## src/hw/snf_pkg.sv

```systemverilog
package snf_pkg;
    // *****************************
    // instruction codes
    // *****************************
    localparam logic [7:0] OP_READ = 8'h03;
    localparam logic [7:0] OP_FAST = 8'h0B;
    localparam logic [7:0] OP_PP = 8'h02;
    localparam logic [7:0] OP_DOR = 8'h3B;
    localparam logic [7:0] OP_DIO = 8'hBB;
    localparam logic [7:0] OP_DID = 8'h92;
    localparam logic [7:0] OP_QOR = 8'h6B;
    localparam logic [7:0] OP_QIO = 8'hEB;
    localparam logic [7:0] OP_QWR = 8'hE7;
    localparam logic [7:0] OP_QID = 8'h94;
    localparam logic [7:0] OP_QPP = 8'h32;
    localparam logic [7:0] FILL_BYTE = 8'hFF;

    // *****************************
    // array map and frame layout
    // *****************************
    localparam int ADDR_W = 24;
    localparam int ARRAY_MSB = 22;
    localparam int SECTOR_LSB = 12;
    localparam int HALF_LSB = 15;
    localparam int BLOCK_LSB = 16;
    localparam logic [4:0] CMD_BITS = 5'd8;
    localparam logic [4:0] ADDR_BITS = 5'd24;
    localparam logic [4:0] BYTE_BITS = 5'd8;
    localparam logic [4:0] DUMMY_FAST = 5'd8;
    localparam logic [4:0] DUMMY_DIO = 5'd4;
    localparam logic [4:0] DUMMY_QIO = 5'd6;
    localparam logic [4:0] DUMMY_QWR = 5'd4;
    localparam logic [2:0] L1 = 3'd1;
    localparam logic [2:0] L2 = 3'd2;
    localparam logic [2:0] L4 = 3'd4;

    // *****************************
    // input sampling and buffering
    // *****************************
    localparam int N_SYNC = 7;
    localparam int IX_SCLK = 0;
    localparam int IX_CS = 1;
    localparam int IX_IO3 = 5;
    localparam int IX_SUP = 6;
    localparam int FIFO_W = 8;
    localparam int FIFO_DEPTH = 32;

    typedef enum logic [2:0] {
        PH_IDLE = 3'b000,
        PH_CMD = 3'b001,
        PH_ADDR = 3'b010,
        PH_DUMMY = 3'b011,
        PH_DOUT = 3'b100,
        PH_DIN = 3'b101,
        PH_IGN = 3'b110
    } snf_phase_t;

    typedef struct packed {
        logic [2:0] alanes;
        logic [2:0] dlanes;
        logic [4:0] dummy;
        logic dir_out;
        logic quad;
        logic has_addr;
    } snf_dec_t;
endpackage

```

## src/hw/snf_front.sv

```systemverilog
`timescale 1ns/10ps
// What this block does
// Array splits into aligned 64 KiB blocks, each two aligned 32 KiB halves.
// Smallest unit is a 4 KiB sector; sixteen per block, 2048 in all.
// Serial clock mode 0 and mode 3 both work; idle level is free.
// Inputs sampled on rising clock edges; outputs change after falling edges.
// Dual read and dual identification move two bits per clock on two lines.
// Quad read variants move four bits per clock on four lines.
// Quad identification and quad program also use lines two and three.
// Quad instructions run only while quad wire enable is set.
// After power-up, only a chip select falling edge selects the device.
// Power-on reset blocks instructions; state resets when supply comes good.
// Supply dropping below threshold stops all response until new reset.
// Host keeps chip select high and no write running at power-down.
// Active while selected; standby when deselected and no write running.
// In hold the outputs float and data input and clock are ignored.
// Hold is entered only while chip select is low.
// Raising chip select during hold abandons the frame and returns idle.
// Hold starts when hold input is low while clock is low.
// Hold ends when hold input is high while clock is low; frame resumes.
// Bit and byte position are kept across a hold pause.
// Hold input change during high clock waits for the clock to go low.
// Hold works only with quad wire enable clear; else pin is data.
// Deselected: all inputs ignored, all output lines floating.
// Hold pauses only the serial side; internal write cycles continue.
// Frame opens with eight-bit code, then 24-bit address, MSB first.
// Code on the single line; wider lanes only for address and data.
module snf_front (
    input wire logic ref_clk,
    input wire logic rst,
    input wire logic sclk,
    input wire logic cs_n,
    input wire logic supply_ok,
    input wire logic bidir_line_zero_in,
    output logic bidir_line_zero_out,
    output logic bidir_line_zero_oe,
    input wire logic bidir_line_one_in,
    output logic bidir_line_one_out,
    output logic bidir_line_one_oe,
    input wire logic bidir_line_two_in,
    output logic bidir_line_two_out,
    output logic bidir_line_two_oe,
    input wire logic bidir_line_three_in,
    output logic bidir_line_three_out,
    output logic bidir_line_three_oe,
    input wire logic quad_wire_enable,
    input wire logic write_busy,
    output logic active,
    output logic standby,
    output logic hold_active,
    output logic cmd_valid,
    output logic [7:0] cmd_code,
    output logic addr_valid,
    output logic [snf_pkg::ADDR_W-1:0] cmd_addr,
    output logic [10:0] addr_sector,
    output logic [7:0] addr_half,
    output logic [6:0] addr_block,
    output logic frame_end,
    output logic rx_overflow,
    output logic [snf_pkg::FIFO_W-1:0] rx_data,
    output logic rx_valid,
    input wire logic rx_ready,
    input wire logic [7:0] tx_data,
    input wire logic tx_valid,
    output logic tx_ready
);
    import snf_pkg::*;

    typedef struct packed {
        logic [N_SYNC-1:0] s1;
        logic [N_SYNC-1:0] s2;
        logic [N_SYNC-1:0] s3;
        logic [N_SYNC-1:0] f;
        logic [N_SYNC-1:0] pf;
        logic armed;
        logic sel;
        logic hold;
        snf_phase_t phase;
        logic [4:0] cnt;
        snf_dec_t dec;
        logic [7:0] op;
        logic [ADDR_W-1:0] addr;
        logic [7:0] sh;
        logic [7:0] osh;
        logic [2:0] ocnt;
        logic [3:0] dout;
        logic [3:0] oe;
        logic cmd_valid;
        logic addr_valid;
        logic frame_end;
        logic overflow;
        logic [7:0] wdata;
        logic wvalid;
    } snf_state_t;

    snf_state_t st;
    snf_state_t next_st;
    logic [N_SYNC-1:0] pins;
    logic sclk_lvl;
    logic sclk_rise;
    logic sclk_fall;
    logic cs_fell;
    logic sup_lvl;
    logic fifo_ready;
    logic [7:0] out_byte;
    logic [ADDR_W-1:0] din_wide;

    // *****************************
    // helpers
    // *****************************
    // shift in one clock worth of lanes, line three down to zero, MSB first
    function automatic logic [ADDR_W-1:0] shin(input logic [ADDR_W-1:0] v,
                                               input logic [3:0] io,
                                               input logic [2:0] lanes);
        if (lanes == L4) begin
            shin = {v[ADDR_W-5:0], io};
        end else if (lanes == L2) begin
            shin = {v[ADDR_W-3:0], io[1:0]};
        end else begin
            shin = {v[ADDR_W-2:0], io[0]};
        end
    endfunction

    // clock edges needed to move a number of bits over the lanes
    function automatic logic [4:0] edges(input logic [4:0] bits, input logic [2:0] lanes);
        if (lanes == L4) begin
            edges = bits >> 2;
        end else if (lanes == L2) begin
            edges = bits >> 1;
        end else begin
            edges = bits;
        end
    endfunction

    // lane use per instruction; unknown codes just absorb input bytes
    function automatic snf_dec_t decode(input logic [7:0] op);
        snf_dec_t d;
        d = '{alanes: L1, dlanes: L1, dummy: 5'd0, dir_out: 1'b0, quad: 1'b0, has_addr: 1'b1};
        case (op)
            OP_READ: d.dir_out = 1'b1;
            OP_FAST: begin
                d.dummy = DUMMY_FAST;
                d.dir_out = 1'b1;
            end
            OP_DOR: begin
                d.dummy = DUMMY_FAST;
                d.dlanes = L2;
                d.dir_out = 1'b1;
            end
            OP_DIO, OP_DID: begin
                d = '{alanes: L2, dlanes: L2, dummy: DUMMY_DIO, dir_out: 1'b1,
                      quad: 1'b0, has_addr: 1'b1};
            end
            OP_QOR: begin
                d.dummy = DUMMY_FAST;
                d.dlanes = L4;
                d.dir_out = 1'b1;
                d.quad = 1'b1;
            end
            OP_QIO, OP_QID: begin
                d = '{alanes: L4, dlanes: L4, dummy: DUMMY_QIO, dir_out: 1'b1,
                      quad: 1'b1, has_addr: 1'b1};
            end
            OP_QWR: begin
                d = '{alanes: L4, dlanes: L4, dummy: DUMMY_QWR, dir_out: 1'b1,
                      quad: 1'b1, has_addr: 1'b1};
            end
            OP_QPP: begin
                d.dlanes = L4;
                d.quad = 1'b1;
            end
            OP_PP: d.has_addr = 1'b1;
            default: d.has_addr = 1'b0;
        endcase
        return d;
    endfunction

    // *****************************
    // edge detection on filtered pins
    // *****************************
    assign pins = {supply_ok, bidir_line_three_in, bidir_line_two_in,
                   bidir_line_one_in, bidir_line_zero_in, cs_n, sclk};
    assign sclk_lvl = st.f[IX_SCLK];
    assign sup_lvl = st.f[IX_SUP];
    assign sclk_rise = st.f[IX_SCLK] && !st.pf[IX_SCLK];
    assign sclk_fall = !st.f[IX_SCLK] && st.pf[IX_SCLK];
    assign cs_fell = !st.f[IX_CS] && st.pf[IX_CS];
    // a fresh byte is taken only at a byte boundary while driving out
    assign tx_ready = st.sel && !st.hold && st.phase == PH_DOUT && sclk_fall && st.ocnt == 3'd0;
    assign out_byte = (st.ocnt != 3'd0) ? st.osh : (tx_valid ? tx_data : FILL_BYTE);
    // data bytes shift over the lanes the instruction picked; only the low byte is kept
    assign din_wide = shin({16'h0000, st.sh}, st.f[5:2], st.dec.dlanes);

    // *****************************
    // next state
    // *****************************
    always_comb begin
        next_st = st;
        next_st.cmd_valid = 1'b0;
        next_st.addr_valid = 1'b0;
        next_st.frame_end = 1'b0;
        next_st.wvalid = 1'b0;
        // three stages; a level counts once the last two agree
        next_st.s1 = pins;
        next_st.s2 = st.s1;
        next_st.s3 = st.s2;
        next_st.pf = st.f;
        for (int i = 0; i < N_SYNC; i++) begin
            if (st.s2[i] == st.s3[i]) begin
                next_st.f[i] = st.s3[i];
            end
        end
        if (!sup_lvl) begin
            next_st.armed = 1'b0;
            next_st.sel = 1'b0;
            next_st.hold = 1'b0;
            next_st.phase = PH_IDLE;
            next_st.oe = 4'h0;
        end else if (st.f[IX_CS]) begin
            // deselect ends the frame even mid-hold
            next_st.armed = 1'b1;
            next_st.frame_end = st.sel;
            next_st.sel = 1'b0;
            next_st.hold = 1'b0;
            next_st.phase = PH_IDLE;
            next_st.oe = 4'h0;
        end else if (!st.sel) begin
            // a low select seen at power-up never counts as a falling edge
            if (cs_fell && st.armed) begin
                next_st.sel = 1'b1;
                next_st.phase = PH_CMD;
                next_st.cnt = 5'd0;
                next_st.overflow = 1'b0;
            end
        end else begin
            // hold pin follows only with the clock low; quad mode owns the pin
            if (quad_wire_enable) begin
                next_st.hold = 1'b0;
            end else if (!sclk_lvl) begin
                next_st.hold = !st.f[IX_IO3];
            end
            if (next_st.hold) begin
                next_st.oe = 4'h0;
            end else if (!st.hold && sclk_rise) begin
                // counters stand still in hold, so the frame picks up in place
                case (st.phase)
                    PH_CMD: begin
                        next_st.sh = {st.sh[6:0], st.f[2]};
                        next_st.cnt = st.cnt + 5'd1;
                        if (st.cnt == CMD_BITS - 5'd1) begin
                            next_st.op = next_st.sh;
                            next_st.cmd_valid = 1'b1;
                            next_st.dec = decode(next_st.sh);
                            next_st.cnt = 5'd0;
                            if (next_st.dec.quad && !quad_wire_enable) begin
                                next_st.phase = PH_IGN;
                            end else if (next_st.dec.has_addr) begin
                                next_st.phase = PH_ADDR;
                            end else begin
                                next_st.phase = PH_DIN;
                            end
                        end
                    end
                    PH_ADDR: begin
                        next_st.addr = shin(st.addr, st.f[5:2], st.dec.alanes);
                        next_st.cnt = st.cnt + 5'd1;
                        if (st.cnt == edges(ADDR_BITS, st.dec.alanes) - 5'd1) begin
                            next_st.addr_valid = 1'b1;
                            next_st.cnt = 5'd0;
                            next_st.ocnt = 3'd0;
                            if (st.dec.dummy != 5'd0) begin
                                next_st.phase = PH_DUMMY;
                            end else begin
                                next_st.phase = st.dec.dir_out ? PH_DOUT : PH_DIN;
                            end
                        end
                    end
                    PH_DUMMY: begin
                        next_st.cnt = st.cnt + 5'd1;
                        if (st.cnt == st.dec.dummy - 5'd1) begin
                            next_st.cnt = 5'd0;
                            next_st.phase = st.dec.dir_out ? PH_DOUT : PH_DIN;
                        end
                    end
                    PH_DIN: begin
                        next_st.sh = din_wide[7:0];
                        next_st.cnt = st.cnt + 5'd1;
                        if (st.cnt == edges(BYTE_BITS, st.dec.dlanes) - 5'd1) begin
                            next_st.cnt = 5'd0;
                            next_st.wdata = next_st.sh;
                            next_st.wvalid = 1'b1;
                            // the host cannot be stalled, so a full buffer drops
                            if (!fifo_ready) begin
                                next_st.overflow = 1'b1;
                            end
                        end
                    end
                    default: begin
                    end
                endcase
            end else if (!st.hold && sclk_fall && st.phase == PH_DOUT) begin
                // drive after the falling edge, top bits on the highest line
                if (st.dec.dlanes == L4) begin
                    next_st.dout = out_byte[7:4];
                    next_st.oe = 4'hF;
                end else if (st.dec.dlanes == L2) begin
                    next_st.dout = {2'b00, out_byte[7:6]};
                    next_st.oe = 4'h3;
                end else begin
                    next_st.dout = {2'b00, out_byte[7], 1'b0};
                    next_st.oe = 4'h2;
                end
                next_st.osh = out_byte << st.dec.dlanes;
                next_st.ocnt = st.ocnt + st.dec.dlanes;
            end
        end
    end

    always_ff @(posedge ref_clk or posedge rst) begin
        if (rst) begin
            st <= '0;
        end else begin
            st <= next_st;
        end
    end

    // *****************************
    // received data buffer
    // *****************************
    snf_fifo #(.W(FIFO_W), .DEPTH(FIFO_DEPTH)) u_rx_fifo (
        .ref_clk(ref_clk),
        .rst(rst),
        .in_data(st.wdata),
        .in_valid(st.wvalid),
        .in_ready(fifo_ready),
        .out_data(rx_data),
        .out_valid(rx_valid),
        .out_ready(rx_ready)
    );

    // *****************************
    // outputs
    // *****************************
    assign {bidir_line_three_out, bidir_line_two_out} = st.dout[3:2];
    assign {bidir_line_one_out, bidir_line_zero_out} = st.dout[1:0];
    assign {bidir_line_three_oe, bidir_line_two_oe} = st.oe[3:2];
    assign {bidir_line_one_oe, bidir_line_zero_oe} = st.oe[1:0];
    // write cycles run on regardless of hold or select
    assign active = st.sel;
    assign standby = !st.sel && !write_busy;
    assign hold_active = st.hold;
    assign cmd_valid = st.cmd_valid;
    assign cmd_code = st.op;
    assign addr_valid = st.addr_valid;
    assign cmd_addr = st.addr;
    assign addr_sector = st.addr[ARRAY_MSB:SECTOR_LSB];
    assign addr_half = st.addr[ARRAY_MSB:HALF_LSB];
    assign addr_block = st.addr[ARRAY_MSB:BLOCK_LSB];
    assign frame_end = st.frame_end;
    assign rx_overflow = st.overflow;
endmodule

```

## src/hw/snf_fifo.sv

```systemverilog
`timescale 1ns/10ps
module snf_fifo #(
    parameter int W = 8,
    parameter int DEPTH = 32
) (
    input wire logic ref_clk,
    input wire logic rst,
    input wire logic [W-1:0] in_data,
    input wire logic in_valid,
    output logic in_ready,
    output logic [W-1:0] out_data,
    output logic out_valid,
    input wire logic out_ready
);
    localparam int AW = $clog2(DEPTH);

    typedef struct packed {
        logic [DEPTH-1:0][W-1:0] mem;
        logic [AW-1:0] wp;
        logic [AW-1:0] rp;
        logic [AW:0] cnt;
    } snf_fifo_st_t;

    snf_fifo_st_t st;
    snf_fifo_st_t next_st;
    logic push;
    logic pop;

    // full and empty straight from the fill count
    assign in_ready = st.cnt != (AW+1)'(DEPTH);
    assign out_valid = st.cnt != '0;
    assign out_data = st.mem[st.rp];
    assign push = in_valid && in_ready;
    assign pop = out_valid && out_ready;

    // pointers wrap naturally since depth is a power of two
    always_comb begin
        next_st = st;
        if (push) begin
            next_st.mem[st.wp] = in_data;
            next_st.wp = st.wp + 1'b1;
        end
        if (pop) begin
            next_st.rp = st.rp + 1'b1;
        end
        if (push && !pop) begin
            next_st.cnt = st.cnt + 1'b1;
        end else if (pop && !push) begin
            next_st.cnt = st.cnt - 1'b1;
        end
    end

    always_ff @(posedge ref_clk or posedge rst) begin
        if (rst) begin
            st <= '0;
        end else begin
            st <= next_st;
        end
    end
endmodule

```

## config.mk

```make
export PLATFORM = sky130hd
export DESIGN_NAME = snf_front
export DESIGN_NICKNAME = d
export VERILOG_FILES = /design/src/hw/snf_pkg.sv /design/src/hw/snf_front.sv /design/src/hw/snf_fifo.sv
export SDC_FILE = /design/constraint.sdc
export NUM_CORES = 1
export LEC_CHECK = 0
export ABC_CLOCK_PERIOD_IN_PS = 42800
export BUFFER_PORTS_ARGS = -buffer_cell sky130_fd_sc_hd__buf_4
export CAP_MARGIN = 20
export CORE_AREA = 3 3 191 193
export CTS_CLUSTER_DIAMETER = 200
export DETAILED_ROUTE_END_ITERATION = 8
export DIE_AREA = 0 0 194 196
export GPL_TIMING_DRIVEN = 0
export PLACE_DENSITY = 0.82
export SLEW_MARGIN = 20
export SYNTH_ARGS = -nofsm -noshare
export SYNTH_HDL_FRONTEND = slang
export SYNTH_SLANG_ARGS = --single-unit
```

## constraint.sdc

```tcl
create_clock -name ref_clk -period 42.8 [get_ports ref_clk]
set_input_delay 8.56 -clock ref_clk [delete_from_list [all_inputs] [get_ports ref_clk]]
set_output_delay 8.56 -clock ref_clk [all_outputs]
set_load 0.1 [all_outputs]
```

==> Yosys cells after proc, flatten, opt, wreduce, memory -nomap -nowiden <==
Cells that the tools add are included.
{ "word_totals": {"word_cells": 304, "ff_bits": 398, "output_inout_bits": 83, "input_bits": 21} }
{ "op_classes": {"n_eq_ne": 52, "n_addsub": 9, "shifts": 1, "mux": 112, "order_cmp": 3, "bitwise_logic": 3, "reduce_logical": 54} }
{ "ops": {"columns": ["cell", "count"], "rows": [
  ["$bwmux W256", 1],
  ["$mux W19", 6],
  ["$mux W8", 13],
  ["$mux W5", 17],
  ["$mux W77", 1],
  ["$mux W24", 3],
  ["$mux W62", 1],
  ["$mux W10", 5],
  ["$bmux W8 S5", 1],
  ["$demux W8 S5", 1],
  ["$eq A8 B8 Y1 const B", 5],
  ["$mux W1", 35],
  ["$mux W30", 1],
  ["$reduce_and A7 Y1", 4],
  ["$mux W6", 4],
  ["$reduce_and A6 Y1", 4],
  ["$mux W22", 1],
  ["$mux W4", 5],
  ["$pmux W5 S4", 1],
  ["$logic_and A1 B1 Y1", 18],
  ["$mux W3", 6],
  ["$eq A8 B2 Y1 const B", 2],
  ["$eq A8 B6 Y1 const B", 2],
  ["$pmux W8 S2", 1],
  ["47 further kinds", 96]
]} }

==> Longest topological paths before layout <==
Gate-level depths: netlist (run 1).
{ "logic_depth": {"ltp_word": 19, "ltp_mapped": 13, "ltp_nobuf": 13} }

==> By module <==
From an unflattened synthesis (run 1), not the netlist that was laid out.
{ "hier_totals": {"hier_cells": 1530, "area_unflattened_um2": 19213.4} }
{ "by_module_without_submodules": {"columns": ["mod", "area_per_inst_um2", "n_inst", "cells_each", "seq_area_each_um2"], "rows": [
  ["snf_fifo", 12634.6, 1, 850, 6806.5],
  ["snf_front", 6578.8, 1, 680, 3027.9]
]} }

==> Least setup slack after synthesis (run 1) <==
Ideal clock, no wire load.
{ "synth_path": {"path_kind": "input to output", "start": "input port write_busy", "end": "output port standby", "t_arrival_ns": 9.811, "path_buffers": 0, "path_slack_ns": 24.429, "path_stages": 1, "required_ns": 34.240, "path_cell_list": "nor2_1"} }
{ "synth_between": {"elab_chain_cells": 2} }
{ "synth_rtl": {"columns": ["element", "line", "source"], "rows": [
  ["from (decl)", "snf_front.sv:47", "input wire logic write_busy,"],
  ["$logic_not A1 Y1", "snf_front.sv:350", "assign standby = !st.sel && !write_busy;"],
  ["$logic_and A1 B1 Y1", "snf_front.sv:350", null],
  ["to (decl)", "snf_front.sv:49", "output logic standby,"]
]} }
Every way passes these cells.

==> Worst setup path in the final report (run 1) <==
Same ends and word-level chain as after synthesis.

==> results.cfg, run 1 <==
[critical_path]
r2r-start = u_rx_fifo.st[1]
criticalPathCategory = in -> out
critPathMaxFanout = 1
crit_path_start_kind = input pin
end_kind = output port
worstPathRequired_ns = 34.24
r2r_end = u_rx_fifo.st[5]
reg2reg_slack_ns = 39.10
worstRegToRegCells = 13
worstPathArrival_ns = 9.04

[yosys]
post_synth_instance_area_um2 = 19200
yosysSeqAreaShare_pct = 51.3
yosysTopAreaCellShare_pct = 51.3
syn_inst = 1497
synth_edf_count = 0
synth_fp_nets = 1534
synth_area_per_cell_um2 = 12.8
async_flop_share_pct = 100
synth_area_leader_cell = dfrtp_1
synth_warnings = 0
yosys-top-cells-area = dfrtp_1 (51%), mux2_2 (16%), mux4_2 (9.4%)
synth-seq-cells = 393
synth_common_cells = dfrtp_1 (393), mux2_2 (265), nand2_1 (129), o21ai_0 (81), mux4_2 (80)
yosysMostFrequentCell = dfrtp_1
synth_cell_type_count = 75
synthFlopType = dfrtp_1

[sta]
rsz0062_at_grt = false
slew_viol_final = 0
fin_crit_sh_pct = 41.1
slew_headroom_pct = 32.8
setup_viol = 0
worst_pin_slew_ns = 1.00
finClkSkew_ns = 0.0189
timing.fmax_mhz = 56.8
hold_viol_final = 0
fin_setup_tns_ns = 0
fin_crit_ns = 17.60

[hold_path]
hold_path_class = reg -> reg
hp-start = next_st[121]
min_path_cells = 0
hold_end = next_st[114]

[global_route]
met3_usage_pct = 3.80
grt_pass1_wl_um = 72400
grt-busiest-layer = met2
grtUsageTotal_pct = 23.6
grt_use_met2_pct = 38.8
grt_max_degree = 113
grtUsageMet1_pct = 32.7
grt_pass1_vias = 13148
antenna_found_initial = 0
grt-ovfl-total = 0

[route]
drt_iter0_drc = 996
viasPerCell = 5.98
remaining_drc_errors = 0
postRouteAntennaNets = 0
wl_per_cell_um = 20.9
wirelength_um = 44600
dr.pass1.iters = 5
num_vias = 12775

[floorplan]
num_io_pins = 104
start_util_pct = 55.2
die-area_um2 = 38000
fp-row-count = 68
die_h_um = 196
core-area_um2 = 34700
die_w_um = 194

[final_layout]
ff_latch_area_um2 = 9830
nNetsFinal = 1684
design_area_um2 = 22100
final_layout_size_suffix_gt1_share_pct = 37.4
multi_input_area_um2 = 8390
area_growth_pct = 15.2
final_util_pct = 63.6
fillers = 2499
fin_cells = 2135
antennaDiodeCount = 0

[run]
max-cap-violations = 0

[place]
place.gp.congestion = 0.896
dpl.cell_count = 2058
placed_cell_area_um2 = 20600
portBuffers = 103
dp_hpwl_um = 30500

[power]
power.total_uw = 779
power.density_nw_per_um2 = 35.3
irDropWorstVdd_mv = 0.0284
leakage_uw = 0.0104

[clock_network]
cts_buffer_depth = 3
clk_pin_slew_ns = 0.06
ctsHoldBuffers = 0
root_buffer = clkbuf_16
worst_skew_pair.late_latency_ns = 0.55
h-tree-depth = 2
cts-buffers-inserted = 42
cts_resized = 0
cts_setup_buffers = 0
cts.sinks = 393
cts_tree = built

[status]
status = finished, final reports clean
## stage by stage
stage / hold WS, ns / setup WS, ns
5_1_grt: 0.360 / 25.16
4_1_cts: 0.353 / 25.19
2_1_floorplan: 0.331 / 23.31
3_5_place_dp: 0.338 / 25.20
6_report: 0.349 / 25.20
3_3_place_gp: 0.331 / 19.67
## registers in the layout (all words and copies together), names as in the netlist, 8 cells and up
name / flops
next_st: 21
cmd_addr: 24
u_rx_fifo.st: 272
st: 55
cmd_code: 8
## routing by layer
layer	wire [um]	vias up
met2	21700	453
met1	18900	6596
met4	1310	0
met5	0	-
li1	-	5640
met3	2670	86
## worst max-delay path by stage
stage | from | end | slack (ns)
finish | write_busy | standby | 25.20
global route | write_busy | standby | 25.16
CTS | write_busy | standby | 25.19
detailed placement | write_busy | standby | 25.20
global placement | rst | bidir_line_one_out | 19.67
floorplan | rst | active | 23.31
## logic make-up after synthesis
logic type                 Yosys count  synth area share (%)
adders and majority gates           23                  1.49
DFF                                393                  51.3
xor gates and xnor gates            21                 0.959
muxes                              401                  27.9
and+or+nand+nor                    296                  7.44
AOI/OAI and AO/OA                  182                  5.91
buffers and inverters              181                  4.96
## placed cells by master, fill, tap and decap left out, types with 8 or more instances in the layout
master	netlist	layout
nor2_1	59	59
o31ai_1	11	11
inv_1	18	17
nor3_1	16	16
dfrtp_1	393	393
o211ai_1	8	8
clkbuf_16	0	45
buf_4	60	163
mux2i_1	47	47
ha_1	14	14
nand2b_1	15	15
o21a_1	8	8
xnor2_1	18	18
clkbuf_1	70	76
buf_2	19	19
a21oi_1	16	16
nand2_1	129	129
nand3_1	13	13
nor2_2	8	8
buf_1	10	10
clkbuf_8	0	11
mux2_1	9	9
mux4_2	80	80
clkinv_2	0	8
mux2_2	265	265
o22ai_1	8	8
o21ai_0	81	81
## worst max-delay path, stage by stage
cell and delay [ns]:
buf_4 0.10, nor2_1 0.08, buf_4 0.30
## power by group
part	switching, uW	leakage (uW)	internal [uW]
sequential	2.15	0.00541	374
clock	151	0.000738	235
combinational	12.2	0.00426	4.66
total	165	0.0104	614
## area by class of cell
type | instances | area share, %
sequential | 393 | 44.5
multi-input combinational | 923 | 38.0
clock buffer | 62 | 5.89
buffer | 162 | 3.98
timing repair buffer | 106 | 3.87
tap | 455 | 2.58
clock inverter | 15 | 0.838
inverter | 19 | 0.357
Note: power is estimated with default switching activity, not from simulation.
==> run 2: changes to the inputs <==
- ABC_AREA: not set -> 1
- ABC_CLOCK_PERIOD_IN_PS: 42800 -> 17050
- CORE_AREA: 3 3 191 193 -> 3 3 189 191
- DIE_AREA: 0 0 194 196 -> 0 0 192 194
- clock period: 42.8 -> 17.05 ns (I/O delays scaled with it)
==> results.cfg, run 2 <==
[status]
status = finished, final reports clean

[critical_path]
slowest_delay_ns = 0.29
slowest_stage = buf_4
crit_path_start_kind = input pin
path_delay_family = buffers and inverters
worstPathArrival_ns = 3.89
criticalPathCategory = in -> out
end_kind = output port
crit_buf_inv = 2
critPathMaxFanout = 1
worstPathRequired_ns = 13.64
crit_path_frequent_cell = buf_4
path_cells = buf_4 -> nor2_1 -> buf_4

[sta]
holdWs_ns = 0.351
setup_viol = 0
timing.fmax_mhz = 137
worst_pin_slew_ns = 0.940
hold_viol_final = 0
slew_viol_final = 0
finClkSkew_ns = 0.0183
finalWorstSetupSlack_ns = 9.75
fin_crit_ns = 7.30
fin_crit_sh_pct = 42.8
rsz0062_at_grt = false
slew_headroom_pct = 37.4

[place]
dp_hpwl_um = 41300
portBuffers = 103
pre_cts_ws_ns = 9.75
placed_cell_area_um2 = 20200
place.gp.congestion = 1.01

[yosys]
yosysSeqAreaShare_pct = 52.4
async_flop_share_pct = 100
synth_edf_count = 0
yosys-mux-area-fraction_pct = 0
synthAdderAreaFrac_pct = 1.52
synth_area_per_cell_um2 = 8.24
synth_top_family_by_area = simple AND/OR/NAND/NOR gates
synth_compound_area_share_pct = 17.9
yosys-top-cells-area = dfrtp_1 (52%), nand2_1 (11%), o21ai_1 (7.6%)
post_synth_instance_area_um2 = 18800
synthFlopType = dfrtp_1
syn_inst = 2279
synth_cell_type_count = 44
yosys.area_share.simple_pct = 20.2
synth_warnings = 0
synth_area_leader_cell = dfrtp_1
synth_common_cells = nand2_1 (559), dfrtp_1 (393), o21ai_1 (284), o21ai_0 (223), nor2_1 (220)
synth_xor_area_share_pct = 0.606
synth_fp_nets = 2316
yosysMostFrequentCell = nand2_1
yosysTopAreaCellShare_pct = 52.4
synth-seq-cells = 393

[final_layout]
mostFrequentLayoutCells = nand2_1 (559), dfrtp_1 (393), o21ai_1 (284)
area_growth_pct = 15.7
final_layout_size_suffix_gt1_share_pct = 13.7
multi_input_area_um2 = 7560
design_area_um2 = 21700
final_common_cell = nand2_1
regMostFlops = u_rx_fifo.st
largest_reg_flops = 272
ff_latch_area_um2 = 9830
nNetsFinal = 2467
fillers = 2868

[hold_path]
hold_path_class = reg -> reg

[global_route]
antenna_found_initial = 1
grt_pass1_vias = 16937
grt_pass1_wl_um = 93800
grtUsageTotal_pct = 32.0
grt_max_degree = 109
grt-ovfl-total = 0

[clock_network]
clk_pin_slew_ns = 0.05
cts_buffer_depth = 3
cts_resized = 0
worst_skew_pair.late_latency_ns = 0.56
cts_tree = built
cts-buffers-inserted = 43
ctsHoldBuffers = 0
cts.sinks = 393
root_buffer = clkbuf_16
h-tree-depth = 2
cts_setup_buffers = 0

[power]
power.density_nw_per_um2 = 91.3
leakage_uw = 0.0100
irDropWorstVdd_mv = 0.0779
power.total_uw = 1980

[route]
num_vias = 17353
postRouteAntennaNets = 0
dr.pass1.iters = 6
wl_per_cell_um = 20.3
viasPerCell = 5.94
remaining_drc_errors = 0
wirelength_um = 59200
drt_iter0_drc = 1842

[floorplan]
start_util_pct = 54.8
die_w_um = 192
num_io_pins = 104
core-area_um2 = 34300
die_h_um = 194
fp-row-count = 68
die-area_um2 = 37200

[run]
max-cap-violations = 0
-- run 2: cell types whose count changed after synthesis, sizes merged, moves of 47 or more --
cell | before | now
nor2 | 69 | 231
nand2 | 131 | 562
inv | 19 | 101
nand3 | 13 | 103
mux2i | 47 | 0
mux4 | 80 | 0
o21ai | 88 | 507
mux2 | 274 | 0
-- run 2: final timing paths --
kind	start	endpoint	slack [ns]	cells past startpoint
worst max-delay path	write_busy	standby	9.75	3
max in group asynchronous	rst	st[25]	12.69	4
worst max register to register	u_rx_fifo.st[0]	u_rx_fifo.st[5]	14.03	15
min in group asynchronous	rst	u_rx_fifo.st[2]	2.96	2
worst min register to register	next_st[119]	next_st[112]	0.35	0
worst min-delay path	next_st[119]	next_st[112]	0.35	0
-- run 2: logic make-up (layout without fill, tap and decap cells) --
kind of cell    Yosys count  after routing
compound gates          628            628
xor+xnor                 13             13
fa+ha+maj                23             23
buf+inv                 292            476
flops                   393            393
other cells               0              1
simple gates            930            930
-- run 2: area by class of cell --
class / count / share of cell area [%]
clock buffers: 63 / 6.00
clock inverters: 15 / 0.939
flip-flops and latches: 393 / 45.3
plain buffers: 189 / 4.61
repair buffers: 106 / 3.94
inverters: 103 / 1.81
multi-input cells: 1594 / 34.8
well taps: 455 / 2.62
diodes: 1 / 0.0115
-- run 2: metrics by stage --
stage                     utilization, %  TNS, ns  cells
after floorplan                        -        0   2279
after global placement              58.7  -447.37   2837
after detailed placement            59.0        0   2840
after CTS                           63.3        0   2918
after global routing                63.3        0   2918
final                               63.4        0   2919
-- run 2: where the power goes --
part / switching [uW] / internal, uW
clock: 384 / 605
sequential: 6.71 / 940
combinational: 34.6 / 12.5
-- run 2: metal layers --
| layer | vias to the layer above | part of all wire [%] | global-route usage, % |
|---|---|---|---|
| met5 | - | 0 | 0 |
| met4 | 0 | 6.2 | 16.4 |
| met3 | 260 | 9.3 | 6.33 |
| met2 | 967 | 46 | 51.0 |
| met1 | 8245 | 38 | 41.7 |
| li1 | 7881 | - | - |
